File: config.mk
export PLATFORM = sky130hd
export DESIGN_NAME = timer_channel_event_flags
export DESIGN_NICKNAME = d
export VERILOG_FILES = /design/src/inc/tcf_pkg.sv /design/src/hw/chan_flag.sv /design/src/hw/timer_channel_event_flags.sv
export VERILOG_INCLUDE_DIRS = /design/src /design/src/inc
export SDC_FILE = /design/constraint.sdc
export NUM_CORES = 1
export LEC_CHECK = 0
export BUFFER_PORTS_ARGS = -buffer_cell sky130_fd_sc_hd__buf_2
export CORE_MARGIN = 2
export CORE_UTILIZATION = 35
export CTS_CLUSTER_SIZE = 20
export DETAILED_ROUTE_END_ITERATION = 8
export GPL_ROUTABILITY_DRIVEN = 0
export GPL_TIMING_DRIVEN = 0
export MAX_ROUTING_LAYER = met4
export PLACE_DENSITY = 0.59
export SLEW_MARGIN = 25
export SYNTH_ARGS = -nofsm -noshare
export SYNTH_HDL_FRONTEND = slang
export SYNTH_SLANG_ARGS = --single-unit
File: constraint.sdc
create_clock -name clk -period 2.62 [get_ports clk]
set_input_delay 0.131 -clock clk [delete_from_list [all_inputs] [get_ports clk]]
set_output_delay 0.131 -clock clk [all_outputs]
set_load 0.1 [all_outputs]
File: src/inc/tcf_cfg.svh
`ifndef TCF_CFG_SVH
`define TCF_CFG_SVH

// ************************************************************
// widths and counts
// ************************************************************
`define TCF_CNT_W 16
`define TCF_NCH_DEF 2
`define TCF_NCH_MAX 8

// ************************************************************
// reset values
// ************************************************************
`define TCF_BIT_RST 1'b0
`define TCF_PULSE_LEN 1

`endif

File: src/inc/tcf_pkg.sv
package tcf_pkg;

    typedef enum logic [1:0] {
        MODE_CAPTURE = 2'b00,
        MODE_COMPARE = 2'b01,
        MODE_EDGE_PWM = 2'b10,
        MODE_OFF = 2'b11
    } chan_mode_t;

    typedef enum logic [1:0] {
        EDGE_NONE = 2'b00,
        EDGE_RISE = 2'b01,
        EDGE_FALL = 2'b10,
        EDGE_BOTH = 2'b11
    } edge_sel_t;

endpackage

File: src/hw/chan_flag.sv
`timescale 1ns/10ps
`include "tcf_cfg.svh"

module chan_flag (
    input wire logic clk,
    input wire logic rstn,
    input wire logic evt,
    input wire logic flag_rd,
    input wire logic flag_wr0,
    output logic flag,
    output logic armed
);
    import tcf_pkg::*;

    logic flag_r;
    logic flag_nxt;
    logic armed_r;
    logic armed_nxt;
    logic clr;

    // ************************************************************
    // two-step clear
    // ************************************************************
    always_comb begin
        // clear needs a read of the set flag in an earlier cycle
        clr = flag_wr0 & armed_r;
        // a new event beats a clear in the same cycle
        flag_nxt = evt | (flag_r & ~clr);
        armed_nxt = flag_nxt & ~clr & (armed_r | (flag_rd & flag_r));
    end

    always_ff @(posedge clk or negedge rstn) begin
        if (!rstn) begin
            flag_r <= `TCF_BIT_RST;
            armed_r <= `TCF_BIT_RST;
        end else begin
            flag_r <= flag_nxt;
            armed_r <= armed_nxt;
        end
    end

    assign flag = flag_r;
    assign armed = armed_r;
endmodule

File: src/hw/timer_channel_event_flags.sv
`timescale 1ns/10ps
`include "tcf_cfg.svh"

// What this block does
// - Each channel's event flag means what that channel's present mode says it means, except in center-aligned PWM, which overrides every channel's mode.
// - In capture mode a two-bit edge field picks rising, falling, both or no edge, none meaning no events.
// - In capture mode the flag is set when the chosen edge is seen on the channel pin.
// - In compare mode the flag is set every time the counter equals the 16-bit channel value.
// - In edge-aligned PWM the flag is set when the counter equals the channel value, ending the duty.
// - In center-aligned PWM the flag is set at both matches per period, duty start and duty end.
// - In center-aligned operation the step from the modulus down to the next lower count ends a period.
// - In center-aligned operation a count of zero marks the middle of the period.
module timer_channel_event_flags #(
    parameter int NCH = `TCF_NCH_DEF,
    parameter int CNT_W = `TCF_CNT_W
) (
    input wire logic clk,
    input wire logic rstn,
    input wire logic center_aligned_pwm,
    input wire logic [CNT_W-1:0] cnt,
    input wire logic cnt_step,
    input wire logic [CNT_W-1:0] modulus,
    input wire tcf_pkg::chan_mode_t [NCH-1:0] mode,
    input wire tcf_pkg::edge_sel_t [NCH-1:0] capture_edge_select,
    input wire logic [NCH-1:0][CNT_W-1:0] chan_val,
    input wire logic [NCH-1:0] chan_pin,
    input wire logic [NCH-1:0] flag_rd,
    input wire logic [NCH-1:0] flag_wr0,
    output logic [NCH-1:0] chan_flag,
    output logic [NCH-1:0] chan_evt,
    output logic period_end,
    output logic period_mid
);
    import tcf_pkg::*;

    if (NCH < 1 || NCH > `TCF_NCH_MAX) begin : g_bad_nch
        $error("NCH out of range");
    end
    if (CNT_W < 2) begin : g_bad_w
        $error("CNT_W too small");
    end

    // ************************************************************
    // pin synchronisers and edge history
    // ************************************************************
    logic [NCH-1:0] pin_meta_r;
    logic [NCH-1:0] pin_sync_r;
    logic [NCH-1:0] pin_prev_r;
    logic [NCH-1:0] pin_meta_nxt;
    logic [NCH-1:0] pin_sync_nxt;
    logic [NCH-1:0] pin_prev_nxt;

    always_comb begin
        pin_meta_nxt = chan_pin;
        pin_sync_nxt = pin_meta_r;
        pin_prev_nxt = pin_sync_r;
    end

    always_ff @(posedge clk or negedge rstn) begin
        if (!rstn) begin
            pin_meta_r <= '0;
            pin_sync_r <= '0;
            pin_prev_r <= '0;
        end else begin
            pin_meta_r <= pin_meta_nxt;
            pin_sync_r <= pin_sync_nxt;
            pin_prev_r <= pin_prev_nxt;
        end
    end

    // ************************************************************
    // period markers of the up/down count
    // ************************************************************
    logic [CNT_W-1:0] cnt_prev_r;
    logic [CNT_W-1:0] cnt_prev_nxt;
    logic end_r;
    logic end_nxt;
    logic mid_r;
    logic mid_nxt;
    logic [CNT_W-1:0] mod_dn;

    assign mod_dn = modulus - {{(CNT_W-1){1'b0}}, 1'b1};

    always_comb begin
        cnt_prev_nxt = cnt_step ? cnt : cnt_prev_r;
        // compare against the count before the step, so direction needs no input
        end_nxt = center_aligned_pwm & cnt_step & (cnt_prev_r == modulus)
                  & (cnt == mod_dn);
        mid_nxt = center_aligned_pwm & cnt_step & (cnt == '0);
    end

    always_ff @(posedge clk or negedge rstn) begin
        if (!rstn) begin
            cnt_prev_r <= '0;
            end_r <= `TCF_BIT_RST;
            mid_r <= `TCF_BIT_RST;
        end else begin
            cnt_prev_r <= cnt_prev_nxt;
            end_r <= end_nxt;
            mid_r <= mid_nxt;
        end
    end

    assign period_end = end_r;
    assign period_mid = mid_r;

    // ************************************************************
    // per-channel event decode
    // ************************************************************
    logic [NCH-1:0] rise;
    logic [NCH-1:0] fall;
    logic [NCH-1:0] match;
    logic [NCH-1:0] cap_evt;
    logic [NCH-1:0] evt;
    logic [NCH-1:0] evt_r;
    logic [NCH-1:0] armed;

    always_comb begin
        for (int i = 0; i < NCH; i++) begin
            rise[i] = pin_sync_r[i] & ~pin_prev_r[i];
            fall[i] = ~pin_sync_r[i] & pin_prev_r[i];
            // match counts once per counter step, not per held clock
            match[i] = cnt_step & (cnt == chan_val[i]);
            case (capture_edge_select[i])
                EDGE_RISE: cap_evt[i] = rise[i];
                EDGE_FALL: cap_evt[i] = fall[i];
                EDGE_BOTH: cap_evt[i] = rise[i] | fall[i];
                EDGE_NONE: cap_evt[i] = 1'b0;
                default: cap_evt[i] = 1'b0;
            endcase
            // center-aligned mode overrides the per-channel mode
            if (center_aligned_pwm) begin
                evt[i] = match[i];
            end else begin
                case (mode[i])
                    MODE_CAPTURE: evt[i] = cap_evt[i];
                    MODE_COMPARE: evt[i] = match[i];
                    MODE_EDGE_PWM: evt[i] = match[i];
                    default: evt[i] = 1'b0;
                endcase
            end
        end
    end

    always_ff @(posedge clk or negedge rstn) begin
        if (!rstn) begin
            evt_r <= '0;
        end else begin
            evt_r <= evt;
        end
    end

    assign chan_evt = evt_r;

    for (genvar g = 0; g < NCH; g++) begin : g_ch
        chan_flag u_flag (
            .clk(clk),
            .rstn(rstn),
            .evt(evt[g]),
            .flag_rd(flag_rd[g]),
            .flag_wr0(flag_wr0[g]),
            .flag(chan_flag[g]),
            .armed(armed[g])
        );
    end

    for (genvar a = 0; a < NCH; a++) begin : g_chk

    end
endmodule

==> flow_metrics.env, run 1 <==
export IMPL_die_y_um=88.6
export IMPL_synthFlopType="dfrtp_1"
export IMPL_pre_cts_slack_ns=-0.244
export IMPL_power_density_nw_per_um2=450
export IMPL_clk_pin_slew_ns=0.07
export IMPL_ctsRootBufferMaster="clkbuf_8"
export IMPL_path_cells="buf_2 > inv_1 > ha_4 > or4b_4 > or4_4 > or3b_1 > a211oi_2 > o211ai_1 > a2111oi_2"
export IMPL_p_leak_nw=1.37
export IMPL_hold_violations=0
export IMPL_crit_cells=9
export IMPL_fmax_mhz=401
export IMPL_cts_tree="done"
export IMPL_numCtsBuffers=5
export IMPL_grt_pass1_vias=2123
export IMPL_clk_latency_ns=0.27
export IMPL_ys_types=44
export IMPL_syn_area_per_cell_um2=9.18
export IMPL_initial_utilization=0.365
export IMPL_htreeDepth=2
export IMPL_routed_wl_um=6740
export IMPL_vias=2247
export IMPL_grt_pass1_wl_um=10300
export IMPL_crit_end="period_end$_DFF_PN0_"
export IMPL_start_kind="input port"
export IMPL_fin_cells=456
export IMPL_outcome="complete, no violations"
export IMPL_hpwlAfterDp_um=5450
export IMPL_drv_cap=0
export IMPL_async_reset_ff_frac=1.00
export IMPL_fin_crit_ns=2.49
export IMPL_cp_top_family="simple AND/OR/NAND/NOR gates"
export IMPL_drt_pass1_iterations=4
export IMPL_synth_seq_cells=30
export IMPL_fp_dieW_um=88.6
export IMPL_synth_area_um2=2500
export IMPL_first_iter_violations=64
export IMPL_synthCells=273
export IMPL_ant_nets=0
export IMPL_area_growth_pct=25.3
export IMPL_grt_overflow=0
export IMPL_design_core_area_um2=6870
export IMPL_critPathArrivalTime_ns=2.66
export IMPL_numClockSinks=30
export IMPL_antenna_found_initial=0
export IMPL_slowest_stage="or4_4"
export IMPL_hp_class="input port to register"
export IMPL_io_pins=88
export IMPL_end_kind="register"
export IMPL_crit_start="modulus[0]"
export IMPL_drive_above_1_share=0.308
export IMPL_rows=30
export IMPL_worst_slew_pin_transition_ns=0.671
export IMPL_post_cts_buffers=0
export IMPL_rr_worst_depth=6
export IMPL_clock_path_buffers=2
export IMPL_synth_warning_count=0
export IMPL_placed_cells=445
export IMPL_die_area_um2=7850
export IMPL_worstSetupPathType="input port to register"
export IMPL_grt_max_degree=31
export IMPL_setup_violations=0
export IMPL_slowest_delay_ns=0.53
export IMPL_cp_max_fo=8
export IMPL_ys_seq_area_frac=0.300
export IMPL_synth_edf_count=0
export IMPL_final_nets=450
export IMPL_whs_ns=0.117
export IMPL_gr_usage_all_layers=0.180
export IMPL_r2r_end="period_end$_DFF_PN0_"
export IMPL_portBuffers=76
export IMPL_fin_skew_ns=0.00695
export IMPL_drv_slew=0
export IMPL_viasPerCell=4.93
export IMPL_antenna_cells=0
export IMPL_critPathRequiredTime_ns=2.79
export IMPL_relSlewSlack=0.553
export IMPL_rrSetupSlack_ns=0.76
export IMPL_crit_buf_inv=2
export IMPL_wl_per_cell_um=14.8
export IMPL_synth_fp_nets=364
export IMPL_setup_ws_ns=0.126
export IMPL_r2r_start="cnt_prev_r[8]$_DFFE_PN0P_"
export IMPL_drc=0
export IMPL_rsz0062_at_grt="false"
export IMPL_ir_worst_vdd_mv=0.536
export IMPL_period_share=0.952
worst min-delay path: stages:
cell	delay, ns
buf_2	0.10
nand2_1	0.05
o22ai_1	0.06
layout make-up:
| type | count | area [µm²] |
|---|---|---|
| buffer | 15 | 80.1 |
| fill | 706 | 3730 |
| sequential | 30 | 751 |
| clock inverter | 1 | 5.00 |
| tap | 96 | 120 |
| inverter | 16 | 60.1 |
| multi-input combinational | 212 | 1630 |
| clock buffer | 7 | 86.3 |
| timing repair buffer | 79 | 410 |
synth_stat cells, types with 2 or more instances:
| library cell | count | area share |
|---|---|---|
| xor2_1 | 24 | 0.084 |
| nor2_1 | 6 | 0.0090 |
| ha_1 | 9 | 0.045 |
| buf_4 | 2 | 0.0060 |
| xnor2_1 | 41 | 0.14 |
| nor2b_1 | 9 | 0.022 |
| nor3_1 | 8 | 0.016 |
| nor4_1 | 11 | 0.027 |
| mux2i_1 | 2 | 0.0080 |
| o22ai_1 | 3 | 0.0075 |
| a211oi_1 | 2 | 0.0060 |
| or4_1 | 4 | 0.012 |
| dfrtp_1 | 30 | 0.30 |
| a21oi_1 | 7 | 0.014 |
| inv_1 | 16 | 0.024 |
| nand2_1 | 21 | 0.031 |
| mux2_2 | 16 | 0.072 |
| o21ai_0 | 3 | 0.0060 |
| clkbuf_1 | 10 | 0.015 |
| or2b_1 | 2 | 0.0060 |
| nand4_1 | 7 | 0.017 |
| nand3_1 | 3 | 0.0060 |
| nand2b_1 | 5 | 0.012 |
| nand3b_1 | 2 | 0.0060 |
| a31oi_1 | 5 | 0.012 |
| and3_1 | 2 | 0.0050 |
| buf_6 | 2 | 0.0090 |
| o2111ai_1 | 4 | 0.014 |
| a21o_1 | 2 | 0.0060 |
placed cells by master, fill, tap and decap left out, types with 9 or more instances in the layout:
cell       n
dfrtp_1   30
xor2_1    24
nand2_1   21
clkbuf_1  11
inv_1     16
buf_2     77
xnor2_1   41
nor2b_1    9
nor4_1    11
mux2_2    16
cells by family after synthesis:
family,count (synthesis),share of synthesized area
XOR/XNOR,65,0.227
flip-flops,30,0.300
AO/OA/AOI/OAI,31,0.0864
multiplexers,18,0.0799
adder cells (fa/ha/maj),9,0.0450
buffers and inverters,31,0.0559
AND/OR/NAND/NOR,89,0.206
per-layer routing:
layer | vias to the layer above | global-route usage | part of all wire
li1 | 1120 | - | -
met1 | 1057 | 0.247 | 0.45
met2 | 64 | 0.277 | 0.49
met3 | 6 | 0.0364 | 0.053
met4 | 0 | 0.0372 | 0.0079
met5 | - | - | 0
registers in the layout, summed over array words and instances (netlist names):
register / flops
cnt_prev_r: 16
chan_evt: 2
g_ch.u_flag.armed: 2
g_ch.u_flag.flag: 2
pin_meta_r: 2
pin_prev_nxt: 2
pin_prev_r: 2
period_end: 1
period_mid: 1
through the flow:
step,power (W),utilization,setup TNS [ns],instance area [µm²]
after floorplan,0.000889,-,0,2500
after global placement,0.00104,0.438,-0.241,3010
after detailed placement,0.00105,0.438,-0.244,3010
after CTS,0.00143,0.455,0,3130
after global routing,0.00151,0.457,0,3140
final,0.00141,0.457,0,3140
worst min path at each step:
stage	startpoint	endpoint	slack (ns)	cells after the start
after floorplan	rstn	chan_evt[0]$_DFF_PN0_	-0.16	0
after global placement	rstn	pin_prev_r[0]$_DFF_PN0_	0.21	1
after detailed placement	rstn	pin_prev_r[0]$_DFF_PN0_	0.21	1
after CTS	flag_rd[1]	g_ch[1].u_flag.armed$_DFF_PN0_	0.11	3
after global routing	flag_rd[1]	g_ch[1].u_flag.armed$_DFF_PN0_	0.13	3
final	flag_rd[1]	g_ch[1].u_flag.armed$_DFF_PN0_	0.12	3
power breakdown:
| group | leakage (nW) | switching (W) | internal [W] | total [W] |
|---|---|---|---|---|
| Clock | 0.0482 | 0.000160 | 0.000211 | 0.000372 |
| Combinational | 0.954 | 0.000285 | 0.000202 | 0.000486 |
| Sequential | 0.365 | 0.0000392 | 0.000516 | 0.000555 |
repair_timing:
| action | CTS | global route |
|---|---|---|
| endpoints found under the setup margin | 0 | 1 |
| endpoints found under the hold margin | 32 | 0 |
| hold buffers | 3 | 0 |
| resized for setup | 0 | 2 |
Note: power is estimated with default switching activity, not from simulation.
==> run 2, diff against run 1 <==
Settings changed: CELL_PAD_IN_SITES_DETAIL_PLACEMENT set to 0, CELL_PAD_IN_SITES_GLOBAL_PLACEMENT set to 1, PLACE_DENSITY 0.59 to 0.77.
==> flow_metrics.env, run 2 (synthesized netlist as in run 1, its figures left out) <==
export IMPL_hp_class="input port to register"
export IMPL_power_density_nw_per_um2=483
export IMPL_cp_max_fo=8
export IMPL_clk_latency_ns=0.28
export IMPL_crit_buf_inv=2
export IMPL_setup_violations=0
export IMPL_rrSetupSlack_ns=0.73
export IMPL_antenna_found_initial=0
export IMPL_slowest_stage="or4_4"
export IMPL_fmax_mhz=398
export IMPL_worstSetupPathType="input port to register"
export IMPL_antenna_cells=0
export IMPL_end_kind="register"
export IMPL_hpwlAfterDp_um=5510
export IMPL_die_y_um=88.6
export IMPL_design_core_area_um2=6870
export IMPL_drv_slew=0
export IMPL_largest_register_ffs=16
export IMPL_fin_crit_ns=2.51
export IMPL_initial_utilization=0.365
export IMPL_critPathRequiredTime_ns=2.79
export IMPL_area_growth_pct=26.2
export IMPL_place_area_um2=3010
export IMPL_ctsRootBufferMaster="clkbuf_8"
export IMPL_slowest_delay_ns=0.53
export IMPL_routed_wl_um=6920
export IMPL_wl_per_cell_um=15.2
export IMPL_fin_skew_ns=0.00406
export IMPL_hold_violations=0
export IMPL_numCtsBuffers=5
export IMPL_vias=2273
export IMPL_gr_usage_all_layers=0.189
export IMPL_grt_pass1_wl_um=10800
export IMPL_die_area_um2=7850
export IMPL_htreeDepth=2
export IMPL_relSlewSlack=0.544
export IMPL_rsz0062_at_grt="false"
export IMPL_post_cts_buffers=0
export IMPL_mostFrequentLayoutCells="77 x buf_2, 41 x xnor2_1, 30 x dfrtp_1, 24 x xor2_1, 21 x nand2_1"
export IMPL_p_leak_nw=1.38
export IMPL_grt_max_degree=31
export IMPL_start_kind="input port"
export IMPL_numClockSinks=30
export IMPL_whs_ns=0.102
export IMPL_portBuffers=76
export IMPL_cp_top_family="simple AND/OR/NAND/NOR gates"
export IMPL_finish_utilization=0.460
export IMPL_path_cells="buf_2 > inv_1 > ha_4 > or4b_4 > or4_4 > or3b_1 > a211oi_2 > o211ai_1 > a2111oi_2"
export IMPL_clock_path_buffers=2
export IMPL_viasPerCell=5.00
export IMPL_ir_worst_vdd_mv=0.472
export IMPL_drc=0
export IMPL_outcome="complete, no violations"
export IMPL_grt_pass1_vias=2197
export IMPL_worst_slew_pin_transition_ns=0.683
export IMPL_drt_pass1_iterations=4
export IMPL_first_iter_violations=103
export IMPL_layout_commonest_cell="buf_2"
export IMPL_rows=30
export IMPL_grt_overflow=0
export IMPL_critPathArrivalTime_ns=2.69
export IMPL_fp_dieW_um=88.6
export IMPL_drv_cap=0
export IMPL_clk_pin_slew_ns=0.06
export IMPL_period_share=0.958
export IMPL_drive_above_1_share=0.309
export IMPL_cts_tree="done"
export IMPL_final_nets=450
export IMPL_ant_nets=0
export IMPL_fin_area_um2=3160
export IMPL_top_register="cnt_prev_r"
export IMPL_io_pins=88
[run 2: cell count changes in the layout (fill, tap and decap cells not counted), sizes merged]
cell | previous run | this run
bufinv | 0 | 1
clkbuf | 17 | 16
clkinv | 1 | 0
[run 2: path summary, 6_finish.rpt]
| kind | from | to | cells past startpoint |
|---|---|---|---|
| setup / recovery | modulus[0] | period_end$_DFF_PN0_ | 9 |
| hold / removal | flag_rd[1] | g_ch[1].u_flag.armed$_DFF_PN0_ | 3 |
| setup reg to reg | cnt_prev_r[3]$_DFFE_PN0P_ | period_end$_DFF_PN0_ | 6 |
| hold reg to reg | pin_meta_r[0]$_DFF_PN0_ | pin_prev_nxt[0]$_DFF_PN0_ | 0 |
| max in group asynchronous | rstn | cnt_prev_r[2]$_DFFE_PN0P_ | 2 |
| min in group asynchronous | rstn | pin_meta_r[0]$_DFF_PN0_ | 2 |
[run 2: cell type report]
type | instances | area [µm²]
Buffer | 15 | 80.1
Clock inverter | 1 | 30.0
Clock buffer | 6 | 82.6
Inverter | 16 | 60.1
Timing Repair Buffer | 79 | 410
Tap cell | 96 | 120
Multi-Input combinational cell | 212 | 1630
Fill cell | 698 | 3710
Sequential cell | 30 | 751
[run 2: routing by layer]
layer,track usage,part of all wire,vias to the layer above
met4,0.0606,0.015,0
met1,0.258,0.48,1076
met5,-,0,-
met3,0.0410,0.058,11
met2,0.281,0.45,72
li1,-,-,1114
[run 2: where the power goes]
part           switching [W]  internal (W)
clock               0.000178      0.000304
combinational       0.000286      0.000201
sequential         0.0000408      0.000516
total               0.000505       0.00102
[run 2: repair_timing]
item,in CTS,in global routing
setup endpoints to repair,0,1
hold endpoints to repair,32,0
resized for setup,0,2
hold buffers,3,0
[run 2: per-stage QoR]
step	setup WS, ns	instances	power [W]	TNS (ns)
6_report	0.109	455	0.00153	0
5_1_grt	0.0246	455	0.00161	0
4_1_cts	0.0248	455	0.00154	0
3_5_place_dp	-0.265	445	0.00105	-0.265
3_3_place_gp	-0.212	445	0.00104	-0.212
2_1_floorplan	0.122	273	0.000889	0
[run 2: tightest hold or removal path: cells and delay by family]
kind	cells	cell delay [ns]
buffers and inverters	1	0.09
AO/OA/AOI/OAI	1	0.07
AND/OR/NAND/NOR	1	0.05
